===== config.mk =====
export PLATFORM = sky130hd
export DESIGN_NAME = pipeline_hazard_control
export DESIGN_NICKNAME = d
export VERILOG_FILES = /design/src/pipe_ctrl_pkg.sv /design/src/pipeline_hazard_control.sv
export SDC_FILE = /design/constraint.sdc
export NUM_CORES = 1
export LEC_CHECK = 0
export BUFFER_PORTS_ARGS = -buffer_cell sky130_fd_sc_hd__buf_2
export CORE_AREA = 4 4 89 99
export CTS_CLUSTER_DIAMETER = 30
export DETAILED_ROUTE_END_ITERATION = 16
export DIE_AREA = 0 0 93 103
export PLACE_DENSITY = 0.82
export SYNTH_ARGS = -nofsm -noshare
export SYNTH_HDL_FRONTEND = slang
export SYNTH_SLANG_ARGS = --single-unit

===== constraint.sdc =====
create_clock -name clk -period 2.1 [get_ports clk]
set_clock_uncertainty 0.2 [all_clocks]
set_input_delay 0.42 -clock clk [delete_from_list [all_inputs] [get_ports clk]]
set_output_delay 0.42 -clock clk [all_outputs]
set_load 0.02 [all_outputs]

===== src/pipe_ctrl_pkg.sv =====
// Summary of operation
// - Every instruction passes five overlapping stages and a new one may enter each cycle.
// - The stages in order are fetch, decode, operate, memory access and register write.
// - An accepted interrupt always leads to the handler entry, even if the request is withdrawn.
// - Traps come from the instruction stream and, once accepted, are never withdrawn.
// - Peripheral interrupts are accepted only while the global interrupt enable flag is set.
// - A read of a register still pending a write by an older instruction is corrected or stalled.
// - A result available at the end of the operate stage is forwarded to the next instruction's operate stage with no stall.
// - A load result needed by the next instruction holds that instruction in decode one cycle.
package pipe_ctrl_pkg;

    localparam int REG_AW = 4;

    typedef struct packed {
        logic              valid;
        logic              trap;
        logic              writes;
        logic              is_load;
        logic              use_a;
        logic              use_b;
        logic [REG_AW-1:0] rd;
        logic [REG_AW-1:0] ra;
        logic [REG_AW-1:0] rb;
    } instr_t;

    localparam instr_t BUBBLE = '0;

    typedef enum logic [1:0] {
        FWD_NONE = 2'h0,
        FWD_ALU  = 2'h1,
        FWD_MEM  = 2'h2,
        FWD_WB   = 2'h3
    } fwd_t;

    typedef enum logic [1:0] {
        ST_RUN   = 2'h0,
        ST_DRAIN = 2'h1,
        ST_ENTRY = 2'h2
    } fsm_t;

    typedef enum logic [1:0] {
        CAUSE_NONE = 2'h0,
        CAUSE_IRQ  = 2'h1,
        CAUSE_TRAP = 2'h2
    } cause_t;

    typedef struct packed {
        logic   irq_meta;
        logic   irq_sync;
        instr_t de;
        instr_t ex;
        instr_t ma;
        instr_t wb;
        fwd_t   fwd_a;
        fwd_t   fwd_b;
        fsm_t   fsm;
        cause_t cause;
        logic   fetch_hold;
        logic   entry_start;
    } state_t;

endpackage


===== src/pipeline_hazard_control.sv =====
`timescale 1ns/100ps
module pipeline_hazard_control
    import pipe_ctrl_pkg::*;
(
    input  wire logic   clk,
    input  wire logic   rst,
    input  wire instr_t fetch_instr,
    input  wire logic   irq_request,
    input  wire logic   int_enable,
    output instr_t      decode_stage,
    output instr_t      alu_stage,
    output instr_t      memory_stage,
    output instr_t      register_write_stage,
    output fwd_t        fwd_a,
    output fwd_t        fwd_b,
    output logic        fetch_hold,
    output logic        entry_start,
    output cause_t      entry_cause
);

    state_t s;
    state_t next_s;
    logic   stall;
    logic   accept_irq;
    logic   accept_trap;

    // Consumer reads a register that the producer is about to write
    function automatic logic reads_dest(input instr_t c, input instr_t p);
        return c.valid && p.valid && p.writes &&
               ((c.use_a && c.ra == p.rd) || (c.use_b && c.rb == p.rd));
    endfunction

    function automatic logic load_hazard(input instr_t c, input instr_t p);
        return reads_dest(c, p) && p.is_load;
    endfunction

    // Youngest producer wins
    function automatic fwd_t pick_fwd(input logic use_r, input logic [REG_AW-1:0] r,
                                      input instr_t ex, input instr_t ma, input instr_t wb);
        if (!use_r)
            return FWD_NONE;
        else if (ex.valid && ex.writes && !ex.is_load && ex.rd == r)
            return FWD_ALU;
        else if (ma.valid && ma.writes && ma.rd == r)
            return FWD_MEM;
        else if (wb.valid && wb.writes && wb.rd == r)
            return FWD_WB;
        else
            return FWD_NONE;
    endfunction

    assign stall       = load_hazard(s.de, s.ex);
    assign accept_trap = s.fsm == ST_RUN && s.de.valid && s.de.trap;
    assign accept_irq  = s.fsm == ST_RUN && !accept_trap && s.irq_sync && int_enable;

    always_comb begin
        next_s             = s;
        next_s.irq_meta    = irq_request;
        next_s.irq_sync    = s.irq_meta;
        next_s.entry_start = 1'b0;
        // Older stages always advance
        next_s.wb          = s.ma;
        next_s.ma          = s.ex;
        unique case (s.fsm)
            ST_RUN: begin
                if (accept_trap || accept_irq) begin
                    // Cancel younger work; the request is latched as cause
                    next_s.de    = BUBBLE;
                    next_s.ex    = BUBBLE;
                    next_s.fwd_a = FWD_NONE;
                    next_s.fwd_b = FWD_NONE;
                    next_s.fsm   = ST_DRAIN;
                    next_s.cause = accept_trap ? CAUSE_TRAP : CAUSE_IRQ;
                end else if (stall) begin
                    next_s.ex    = BUBBLE;
                    next_s.fwd_a = FWD_NONE;
                    next_s.fwd_b = FWD_NONE;
                end else begin
                    next_s.ex    = s.de;
                    next_s.fwd_a = pick_fwd(s.de.use_a, s.de.ra, s.ex, s.ma, s.wb);
                    next_s.fwd_b = pick_fwd(s.de.use_b, s.de.rb, s.ex, s.ma, s.wb);
                    next_s.de    = fetch_instr;
                end
            end
            ST_DRAIN: begin
                next_s.de    = BUBBLE;
                next_s.ex    = BUBBLE;
                next_s.fwd_a = FWD_NONE;
                next_s.fwd_b = FWD_NONE;
                // Entry only once every older instruction has written back
                if (!s.ex.valid && !s.ma.valid && !s.wb.valid) begin
                    next_s.fsm         = ST_ENTRY;
                    next_s.entry_start = 1'b1;
                end
            end
            ST_ENTRY: begin
                next_s.de  = BUBBLE;
                next_s.ex  = BUBBLE;
                next_s.fsm = ST_RUN;
            end
            default: begin
                next_s = '0;
            end
        endcase
        next_s.fetch_hold = load_hazard(next_s.de, next_s.ex) || next_s.fsm != ST_RUN;
    end

    always_ff @(posedge clk) begin
        if (rst)
            s <= '0;
        else
            s <= next_s;
    end

    assign decode_stage         = s.de;
    assign alu_stage            = s.ex;
    assign memory_stage         = s.ma;
    assign register_write_stage = s.wb;
    assign fwd_a                = s.fwd_a;
    assign fwd_b                = s.fwd_b;
    assign fetch_hold           = s.fetch_hold;
    assign entry_start          = s.entry_start;
    assign entry_cause          = s.cause;
endmodule // pipeline_hazard_control


# Yosys cells after proc, flatten, opt, wreduce, memory -nomap -nowiden
# Index checks and enable logic that the tools add are counted.
# classes
eq_ne,13
muxes,21
bitwise,4
reduce_logical,47
# op_table
operator,n
$mux 36,2
$eq 4x4->1,10
$mux 18,2
$logic_and 1x1->1,29
$mux 2,10
$mux 4,3
$pmux 2 s2,2
$pmux 4 s2,1
$reduce_or 2->1,3
$reduce_or 3->1,2
$logic_not 1->1,5
$logic_or 1x1->1,4
$not 1->1,4
$reduce_or 4->1,1
$eq 2x1->1 const B,1
$eq 2x2->1 const B,1
$logic_not 2->1,1
$ne 2x1->1 const B,1
$reduce_and 2->1,1
$reduce_bool 2->1,1
$mux 1,1
# totals
reg_bits,84
elab_cells,129

# Longest topological paths before layout
# Gate-level depths: netlist (run 1).
# logic_depth
ltp_word,16
depth_mapped,8

# Worst setup path before layout (run 1)
# Ideal clock, no wire load.
# synth_timing
path_kind,register -> register
startpoint,register s[4] in the netlist's numbering
endpoint,"register s, in the netlist fwd_a[1]"
arrival_ns,1.732
slack_ns,0.067
path_stages_with_launch,7
period_less_slack_ns,2.033
path_cell_list,dfxtp_1 > inv_1 > ha_1 > a21boi_0 > nand2_1 > or4_1 > o41ai_1
# synth_via
elab_chain_cells,10
elab_cells_between_ends,11
# synth_rtl
element,line,text
start: declaration,pipeline_hazard_control.sv:21,state_t s;
start signal: assignment,pipeline_hazard_control.sv:112,s <= next_s;
$logic_not 2->1,"pipeline_hazard_control.sv:53, pipeline_hazard_control.sv:54, pipeline_hazard_control.sv:64",
$logic_and 1x1->1 (2 in a row),pipeline_hazard_control.sv:53,assign accept_trap = s.fsm == ST_RUN && s.de.valid && s.de.trap;
$logic_not 1->1,pipeline_hazard_control.sv:54,assign accept_irq = s.fsm == ST_RUN && !accept_trap && s.irq_sync && int_enable;
$logic_and 1x1->1 (3 in a row),pipeline_hazard_control.sv:54,
$logic_or 1x1->1,pipeline_hazard_control.sv:66,if (accept_trap || accept_irq) begin
$mux 4,pipeline_hazard_control.sv:66,
$pmux 4 s2,pipeline_hazard_control.sv:64,unique case (s.fsm)
# Parallel ways exist; a longest one is shown, timed or not.
# A chain may end at the register's enable or synchronous reset.

# Worst setup path in the final report (run 1)
# layout_timing
startpoint,register s[5] in the netlist's numbering
endpoint,"register s, in the netlist fwd_a[1]"
# Same word-level chain as after synthesis.

==> impl_metrics.json, run 1 <==
{
  "drc_errors": 0,
  "synth.net_count": 396,
  "grt_first_pass_wirelength_microns": 11600,
  "crit_chain": "inv_1, ha_1, a21boi_2, nand2_1, or4_1, o41ai_2",
  "core_area_sq_um": 7830,
  "fill_cells": 773,
  "drt_iter0_markers": 88,
  "detail_route.wirelength_microns": 7450,
  "critical_path.slowest_cell": "sky130_fd_sc_hd__or4_1",
  "endpoints_failing_hold": 0,
  "synthDistinctLibCells": 37,
  "num_antenna_cells": 0,
  "initial_drt_pass_iterations": 4,
  "cts_htree_levels": 3,
  "tns_ps": 0,
  "post_drt_via_cell_ratio": 4.60,
  "post_cts_hold_buffer_count": 0,
  "crit_path_end_kind": "flop",
  "first_global_vias": 2395,
  "critical_path.max_fanout": 5,
  "dpl_worst_slack_ps": -33.9,
  "post-synth-top-area-cell": "sky130_fd_sc_hd__dfxtp_1",
  "fmax_mhz": 478,
  "die-height_microns": 103,
  "hold_class": "input pin to flop",
  "globalplace.congestion": 0.877,
  "category_of_the_most_critical_setup_path": "flop to flop",
  "power_density_nw_per_um2": 860,
  "final-setup-viol-count": 0,
  "rows": 34,
  "syn_inst": 370,
  "boundaryPins": 102,
  "fraction_of_layout_instances_using_a_drive_strength_above_1": 0.347,
  "detail_route.wl_per_cell_microns": 14.2,
  "cts_buffer_depth": 2,
  "netlist.area_leader.share": 0.465,
  "yosysWarnings": 0,
  "critical_path.startpoint_type": "flop",
  "design.die.area_sq_um": 9580,
  "floorplan.die.width_microns": 93,
  "synthArstFlopShare": 0,
  "setup_slack_ps": 7.77,
  "worst-r2r-setup-slack_ps": 8,
  "synth_most_common_cell": "sky130_fd_sc_hd__dfxtp_1",
  "ys_dominant_reg_cell": "sky130_fd_sc_hd__dfxtp_1",
  "final_max_slew_viol_count": 0,
  "worst_ep_arrival_time_ps": 2150,
  "vias": 2422,
  "critical_path_required_ps": 2160,
  "clk_pin_slew_ps": 80,
  "netlist_area_sq_um": 3620,
  "dp_cells": 510,
  "initial_util": 0.462,
  "holdWs_ps": 80.0,
  "numCtsBuffers": 9,
  "cts_root_buffer": "sky130_fd_sc_hd__clkbuf_8",
  "finalNetCount": 439,
  "power.ir.vdd_worst_mv": 0.414,
  "dp_hpwl_microns": 5860,
  "cts.sink_count": 84,
  "max_cap_violations": 0,
  "final_min_period_over_clock_period": 0.996,
  "timing.critical_path.slowest_cell_delay_ps": 540,
  "clk_latency_ps": 360,
  "status": "complete, no violations",
  "synth_edf_count": 0,
  "slew_headroom": 0.599,
  "rsz0062_at_grt": "true",
  "sequential_cell_area_fraction_in_the_yosys_report": 0.465,
  "area.growth.synth_to_final_pct": 11.6,
  "ys_ff_latch": 84,
  "gr-total-overflow": 0,
  "grtUsageTotal": 0.157,
  "static-leakage-power_nw": 1.89,
  "numPortBuffers": 101,
  "ys_top_cells_by_count": "sky130_fd_sc_hd__dfxtp_1, sky130_fd_sc_hd__buf_4, sky130_fd_sc_hd__and2_1",
  "synth.avg_cell_area_sq_um": 9.77,
  "finalWorstPathRequiredPeriod_ps": 2090,
  "tightest_slew_ps": 600,
  "ys_top_cells_by_area": "sky130_fd_sc_hd__dfxtp_1, sky130_fd_sc_hd__buf_4, sky130_fd_sc_hd__and2_1, sky130_fd_sc_hd__mux2i_1, sky130_fd_sc_hd__xnor2_1",
  "tritoncts": "built",
  "finish.cell_count_without_fillers": 526,
  "antenna_violations_before_repair": 0,
  "grt_start_max_net_pins": 39,
  "final_antenna_net_count": 0
}
-- stage by stage --
step            util  power, W  instance area [sq um]
2_1_floorplan      -   0.00213                   3620
3_3_place_gp   0.482   0.00222                   3780
3_5_place_dp   0.482   0.00224                   3780
4_1_cts        0.511   0.00349                   4000
5_1_grt        0.515   0.00362                   4030
6_report       0.515   0.00347                   4030
-- registers in the layout, summed over array words and instances (netlist names) --
| name | flops |
|---|---|
| memory_stage | 18 |
| decode_stage | 18 |
| fwd_b | 2 |
| register_write_stage | 18 |
| fetch_hold | 1 |
| s | 4 |
| alu_stage | 18 |
| entry_start | 1 |
| fwd_a | 2 |
| entry_cause | 2 |
-- cells by family after synthesis --
group	after synthesis	synth area share
compound gates	17	0.0339
xor+xnor	32	0.0775
fa+ha+maj	4	0.0138
buf+inv	93	0.178
flops	84	0.465
mux	16	0.0443
simple gates	124	0.187
-- where the power goes --
part           switching (W)  internal [W]  total, W
Sequential         0.0000621       0.00167   0.00173
Clock               0.000590      0.000677   0.00127
Combinational       0.000276      0.000197  0.000473
-- layer usage --
| layer | track usage | up-vias | wire, microns |
|---|---|---|---|
| met5 | 0 | - | 0 |
| met4 | 0.0846 | 0 | 162 |
| met3 | 0.0336 | 15 | 469 |
| met2 | 0.275 | 93 | 3740 |
| met1 | 0.181 | 1112 | 3080 |
| li1 | - | 1202 | - |
-- worst max-delay path, delay by kind of cell, from the launching register on --
kind,cells,cell delay [ps]
compound gates,2,530
fa+ha+maj,1,160
buf+inv,1,100
flops,1,370
simple gates,2,650
-- layout make-up --
| class | count | area (sq um) | area share |
|---|---|---|---|
| Tap cell | 108 | 135 | 0.0335 |
| Sequential cell | 84 | 1680 | 0.417 |
| Clock buffer | 9 | 124 | 0.0307 |
| Timing Repair Buffer | 120 | 648 | 0.161 |
| Inverter | 5 | 18.8 | 0.00465 |
| Clock inverter | 7 | 100 | 0.0248 |
| Multi-Input combinational cell | 193 | 1330 | 0.329 |
-- layout by cell type (no fill, tap or decap), types with 2 or more instances in the layout --
cell                           n
sky130_fd_sc_hd__buf_2       101
sky130_fd_sc_hd__dfxtp_1      84
sky130_fd_sc_hd__and2_1       55
sky130_fd_sc_hd__nor2_1       26
sky130_fd_sc_hd__buf_4        19
sky130_fd_sc_hd__xnor2_1      18
sky130_fd_sc_hd__mux2i_1      16
sky130_fd_sc_hd__xor2_1       14
sky130_fd_sc_hd__nand2_1      11
sky130_fd_sc_hd__clkbuf_8      9
sky130_fd_sc_hd__nor3_1        7
sky130_fd_sc_hd__inv_1         5
sky130_fd_sc_hd__nand3_1       5
sky130_fd_sc_hd__a21oi_1       5
sky130_fd_sc_hd__nor4_1        4
sky130_fd_sc_hd__ha_1          4
sky130_fd_sc_hd__nand2b_1      3
sky130_fd_sc_hd__nand4_1       2
sky130_fd_sc_hd__nand3b_1      2
sky130_fd_sc_hd__o41ai_2       2
sky130_fd_sc_hd__clkinvlp_4    2
sky130_fd_sc_hd__bufinv_16     2
-- worst paths after layout --
check              start        to  cells past startpoint
min reg2reg        s[83]     s[82]                      1
max                 s[5]  fwd_a[1]                      6
min          irq_request     s[83]                      2
max reg2reg         s[5]  fwd_a[1]                      6
-- repair_timing --
action	in CTS	in global routing
pin swaps	0	0
setup buffers	0	0
cloned	0	0
endpoints found under the setup margin	19	59
resized for setup	1	6
(Power assumes the default switching activity.)
==> run 2: changes to the inputs <==
--- a/config.mk
+++ b/config.mk
@@ -6,11 +6,12 @@
 export NUM_CORES = 1
 export LEC_CHECK = 0
 export BUFFER_PORTS_ARGS = -buffer_cell sky130_fd_sc_hd__buf_2
-export CORE_AREA = 4 4 89 99
+export CORE_AREA = 2 2 87 97
 export CTS_CLUSTER_DIAMETER = 30
 export DETAILED_ROUTE_END_ITERATION = 16
-export DIE_AREA = 0 0 93 103
+export DIE_AREA = 0 0 89 99
 export PLACE_DENSITY = 0.82
+export REMOVE_ABC_BUFFERS = 1
 export SYNTH_ARGS = -nofsm -noshare
 export SYNTH_HDL_FRONTEND = slang
 export SYNTH_SLANG_ARGS = --single-unit
==> impl_metrics.json, run 2 (same netlist as run 1, synthesis figures left out) <==
{
  "fmax_mhz": 493,
  "grt_start_max_net_pins": 31,
  "cp_top_family": "simple AND/OR/NAND/NOR gates",
  "detail_route.wl_per_cell_microns": 14.1,
  "cts_resized": 3,
  "category_of_the_most_critical_setup_path": "flop to flop",
  "detailroute.wirelength.met3_microns": 501,
  "setup_crit_start": "s[4]",
  "area.growth.synth_to_final_pct": 11.5,
  "initial_drt_pass_iterations": 4,
  "post_cts.repair.setup_buffers": 0,
  "top_signal_layer_used": "met4",
  "clk_pin_slew_ps": 80,
  "numPortBuffers": 101,
  "tritoncts": "built",
  "met1_length_microns": 3160,
  "power_density_nw_per_um2": 822,
  "placement.cell_area_sq_um": 3780,
  "post_drt_via_cell_ratio": 4.66,
  "clk_latency_ps": 350,
  "tns_ps": 0,
  "status": "complete, no violations",
  "finalNetCount": 438,
  "first_global_vias": 2461,
  "rows": 34,
  "critical_register_to_register_path_startpoint": "s[4]",
  "rsz0062_at_grt": "false",
  "routed-wl-met2_microns": 3540,
  "max_cap_violations": 0,
  "dp_hpwl_microns": 5580,
  "antenna_violations_before_repair": 0,
  "hold_class": "input pin to flop",
  "cts.sink_count": 84,
  "cts_root_buffer": "sky130_fd_sc_hd__clkbuf_8",
  "worst-path-buf-inv": 1,
  "core_area_sq_um": 7830,
  "post_cts_hold_buffer_count": 0,
  "gr-total-overflow": 0,
  "drt_iter0_markers": 115,
  "combined_area_of_the_multi_input_logic_cells_sq_um": 1340,
  "globalplace.congestion": 0.834,
  "crit_chain": "inv_2, ha_2, a21boi_4, nand2_2, or4_4, o41ai_4",
  "layout.cells.most_common_list": "sky130_fd_sc_hd__buf_2, sky130_fd_sc_hd__dfxtp_1, sky130_fd_sc_hd__and2_1",
  "vias": 2448,
  "fraction_of_layout_instances_using_a_drive_strength_above_1": 0.353,
  "worst_ep_arrival_time_ps": 2080,
  "final-setup-viol-count": 0,
  "num_antenna_cells": 0,
  "final_max_slew_viol_count": 0,
  "timing.critical_path.slowest_cell_delay_ps": 520,
  "holdWs_ps": 68.9,
  "drc_errors": 0,
  "dp_cells": 509,
  "initial_util": 0.462,
  "tightest_slew_ps": 503,
  "die-height_microns": 99,
  "critical_path.startpoint_type": "flop",
  "boundaryPins": 102,
  "floorplan.die.width_microns": 89,
  "hold_path.startpoint": "fetch_instr[16]",
  "mostFrequentLayoutCell": "sky130_fd_sc_hd__buf_2",
  "endpoints_failing_hold": 0,
  "power.total_w": 0.00332,
  "numCtsBuffers": 9,
  "detail_route.wirelength_microns": 7400,
  "final_antenna_net_count": 0,
  "fin_area_sq_um": 4030,
  "cts_buffer_depth": 2,
  "final-seq-area_sq_um": 1680,
  "static-leakage-power_nw": 1.91,
  "critical_path.slowest_cell": "sky130_fd_sc_hd__or4_4",
  "critical_path.max_fanout": 4,
  "slew_headroom": 0.662,
  "grtUsageTotal": 0.172,
  "power.ir.vdd_worst_mv": 0.330,
  "fill_cells": 743,
  "finish.cell_count_without_fillers": 525,
  "critical_path_required_ps": 2150,
  "crit_path_end_kind": "flop",
  "final_min_period_over_clock_period": 0.966,
  "grt_first_pass_wirelength_microns": 11700,
  "design.die.area_sq_um": 8810,
  "finalWorstPathRequiredPeriod_ps": 2030,
  "cts_htree_levels": 3
}
run 2: cell types whose count changed in the layout (fill, tap and decap cells not counted), sizes merged:
cell / before / now
clkinv: 2 / 3
bufinv: 2 / 0
clkinvlp: 2 / 1
clkbuf: 9 / 11
buf: 120 / 119
run 2: final cells by class:
class / instances / area share
Sequential cell: 84 / 0.417
Inverter: 5 / 0.00466
Clock buffer: 11 / 0.0376
Timing Repair Buffer: 119 / 0.163
Tap cell: 108 / 0.0335
Multi-Input combinational cell: 193 / 0.333
Clock inverter: 5 / 0.0112
run 2: per-stage QoR:
step,worst slack (ps),utilization
finish,72.0,0.515
global route,19.9,0.515
CTS,12.3,0.510
detailed placement,-68.1,0.483
global placement,114,0.483
floorplan,-301,-
run 2: worst reg2reg max path: stages (launching register included):
cell	delay, ps
sky130_fd_sc_hd__dfxtp_1	340
sky130_fd_sc_hd__inv_2	80
sky130_fd_sc_hd__ha_2	190
sky130_fd_sc_hd__a21boi_4	190
sky130_fd_sc_hd__nand2_2	90
sky130_fd_sc_hd__or4_4	520
sky130_fd_sc_hd__o41ai_4	330
run 2: final timing paths:
path	to	slack, ps	cells past startpoint
max	fwd_b[1]	70	6
min	decode_stage[16]	70	2
max reg2reg	fwd_b[1]	70	6
min reg2reg	s[82]	250	1
run 2: layer usage:
| metal | vias to the layer above | track usage |
|---|---|---|
| met5 | - | 0 |
| met4 | 0 | 0.0964 |
| met2 | 96 | 0.281 |
| met1 | 1133 | 0.204 |
| met3 | 19 | 0.0419 |
| li1 | 1200 | - |
run 2: report_power, final:
group	internal [W]	switching [W]	total, W	leakage, nW
Sequential	0.00167	0.0000611	0.00173	0.685
Combinational	0.000205	0.000284	0.000489	1.13
Clock	0.000508	0.000590	0.00110	0.0976
Total	0.00238	0.000936	0.00332	1.91
==> run 3: changes to the inputs <==
--- a/config.mk
+++ b/config.mk
@@ -6,8 +6,10 @@
 export NUM_CORES = 1
 export LEC_CHECK = 0
 export BUFFER_PORTS_ARGS = -buffer_cell sky130_fd_sc_hd__buf_2
+export CAP_MARGIN = 30
 export CORE_AREA = 2 2 87 97
 export CTS_CLUSTER_DIAMETER = 30
+export CTS_CLUSTER_SIZE = 30
 export DETAILED_ROUTE_END_ITERATION = 16
 export DIE_AREA = 0 0 89 99
 export PLACE_DENSITY = 0.82
==> constraint.sdc (replaced) <==
create_clock -name clk -period 1.7 [get_ports clk]
set_clock_uncertainty 0.2 [all_clocks]
set_input_delay 0.34 -clock clk [delete_from_list [all_inputs] [get_ports clk]]
set_output_delay 0.34 -clock clk [all_outputs]
set_load 0.02 [all_outputs]
==> impl_metrics.json, run 3 (same netlist as run 1, synthesis figures left out) <==
{
  "status": "finished with violations",
  "failed_checks": "negative setup slack",
  "numCtsBuffers": 9,
  "p_switching_w": 0.00123,
  "grt_first_pass_wirelength_microns": 12500,
  "share_comb_of_total_power": 0.174,
  "slew_headroom": 0.753,
  "antenna_violations_before_repair": 0,
  "tightest_slew_ps": 366,
  "p_clk_frac": 0.351,
  "first_global_vias": 2619,
  "netSwitchingFraction": 0.274,
  "rows": 34,
  "final-setup-viol-count": 40,
  "critical_path.slowest_cell": "sky130_fd_sc_hd__dfxtp_1",
  "hold_class": "input pin to flop",
  "detailroute.wirelength.met3_microns": 488,
  "gr-total-overflow": 0,
  "post_drt_via_cell_ratio": 4.72,
  "layout.cells.most_common_list": "sky130_fd_sc_hd__buf_2, sky130_fd_sc_hd__dfxtp_1, sky130_fd_sc_hd__and2_1",
  "fmax_mhz": 511,
  "share_seq_of_total_power": 0.475,
  "die-height_microns": 99,
  "final-seq-area_sq_um": 1700,
  "finalWorstPathRequiredPeriod_ps": 1960,
  "clk_pin_slew_ps": 100,
  "initial_util": 0.462,
  "dp_cells": 543,
  "holdWs_ps": 13.5,
  "grtUsageTotal": 0.187,
  "critical_path_required_ps": 1760,
  "drt_iter0_markers": 95,
  "rsz0062_at_grt": "true",
  "finish.cell_count_without_fillers": 567,
  "worst_ep_arrival_time_ps": 2020,
  "endpoints_failing_hold": 0,
  "crit_chain": "and4_1, nand2_1, o22ai_4, buf_12, mux2i_4, nor2_1",
  "combined_area_of_the_multi_input_logic_cells_sq_um": 1460,
  "clk_latency_ps": 360,
  "dpl_worst_slack_ps": -388,
  "worst-path-buf-inv": 1,
  "routed-wl-met2_microns": 4130,
  "setup_crit_start": "decode_stage[17]",
  "cell_internal_pwr_w": 0.00327,
  "static-leakage-power_nw": 2.16,
  "grt_start_max_net_pins": 39,
  "fraction_of_layout_instances_using_a_drive_strength_above_1": 0.466,
  "critical_path.startpoint_type": "flop",
  "area.growth.synth_to_final_pct": 26.9,
  "critical_path.max_fanout": 7,
  "category_of_the_most_critical_setup_path": "flop to flop",
  "met1_length_microns": 3610,
  "finalNetCount": 480,
  "tns_ps": -6630,
  "final_antenna_net_count": 0,
  "detail_route.wl_per_cell_microns": 14.9,
  "cp_top_family": "flip-flops",
  "num_antenna_cells": 0,
  "power_density_nw_per_um2": 982,
  "boundaryPins": 102,
  "tritoncts": "built",
  "final_min_period_over_clock_period": 1.15,
  "setup_slack_ps": -256,
  "timing.critical_path.slowest_cell_delay_ps": 440,
  "initial_drt_pass_iterations": 4,
  "hold_path.startpoint": "fetch_instr[10]",
  "globalplace.congestion": 0.893,
  "cts_root_buffer": "sky130_fd_sc_hd__clkbuf_8",
  "numPortBuffers": 101,
  "design.die.area_sq_um": 8810,
  "critical_register_to_register_path_startpoint": "decode_stage[17]",
  "detail_route.wirelength_microns": 8460,
  "fill_cells": 667,
  "cts_buffer_depth": 2,
  "mostFrequentLayoutCell": "sky130_fd_sc_hd__buf_2",
  "top_signal_layer_used": "met4",
  "vias": 2677,
  "final_max_slew_viol_count": 0,
  "drc_errors": 0,
  "cts.sink_count": 84,
  "dp_hpwl_microns": 5650,
  "cts_htree_levels": 3,
  "floorplan.die.width_microns": 89,
  "power.ir.vdd_worst_mv": 0.509,
  "crit_path_end_kind": "flop",
  "max_cap_violations": 0,
  "core_area_sq_um": 7830
}
==> run 3: changes by cell type in the layout (fill, tap and decap cells not counted), moves of 3 or more <==
cell	before	now
sky130_fd_sc_hd__xnor2_2	0	5
sky130_fd_sc_hd__dfxtp_2	0	10
sky130_fd_sc_hd__buf_6	1	9
sky130_fd_sc_hd__buf_2	101	98
sky130_fd_sc_hd__xnor2_1	18	13
sky130_fd_sc_hd__buf_4	16	48
sky130_fd_sc_hd__clkinv_4	3	0
sky130_fd_sc_hd__dlygate4sd3_1	0	3
sky130_fd_sc_hd__dfxtp_1	84	72
==> run 3: what timing repair did <==
action	4_1_cts	5_1_grt
setup endpoints to repair	44	45
resized for setup	45	18
cloned	1	0
pin swaps	12	8
buffers inserted	3	2
hold buffers	3	0
endpoints found under the hold margin	3	0
==> run 3: layout make-up <==
class                   instances  share of cell area
clock buffers                   9              0.0270
clock inverters                 7              0.0213
inverters                       5             0.00409
multi-input cells             193               0.319
flip-flops and latches         84               0.371
well taps                     108              0.0295
repair buffers                161               0.228
==> run 3: worst paths after layout <==
kind | end | slack [ps] | cells past startpoint
setup / recovery | decode_stage[5] | -260 | 6
setup reg to reg | decode_stage[5] | -260 | 6
hold / removal | decode_stage[10] | 10 | 3
hold reg to reg | s[82] | 240 | 1
==> run 3: worst register-to-register path, delay by kind of cell, from the launching register on <==
family,cells,cell delay [ps]
DFF,1,440
and+or+nand+nor,3,430
AOI/OAI and AO/OA,1,350
muxes,1,250
buffers and inverters,1,200
==> run 3: layer usage <==
layer | vias to the layer above | global-route usage
li1 | 1291 | -
met1 | 1275 | 0.222
met2 | 94 | 0.307
met3 | 17 | 0.0477
met4 | 0 | 0.0987
met5 | - | 0
==> run 3: through the flow <==
| stage | utilization | power (W) | cell area [sq um] |
|---|---|---|---|
| 3_3_place_gp | 0.516 | 0.00283 | 4040 |
| 4_1_cts | 0.575 | 0.00447 | 4500 |
| 2_1_floorplan | - | 0.00250 | 2990 |
| 5_1_grt | 0.586 | 0.00468 | 4590 |
| 6_report | 0.586 | 0.00450 | 4590 |
| 3_5_place_dp | 0.516 | 0.00284 | 4040 |
==> run 3: power by group through the flow <==
stage          sequential (W)  combinational [W]  clock, W
3_5_place_dp          0.00217           0.000672         0
4_1_cts               0.00213           0.000743   0.00160
5_1_grt               0.00215           0.000837   0.00170
2_1_floorplan         0.00229           0.000213         0
3_3_place_gp          0.00217           0.000660         0
6_report              0.00214           0.000784   0.00158
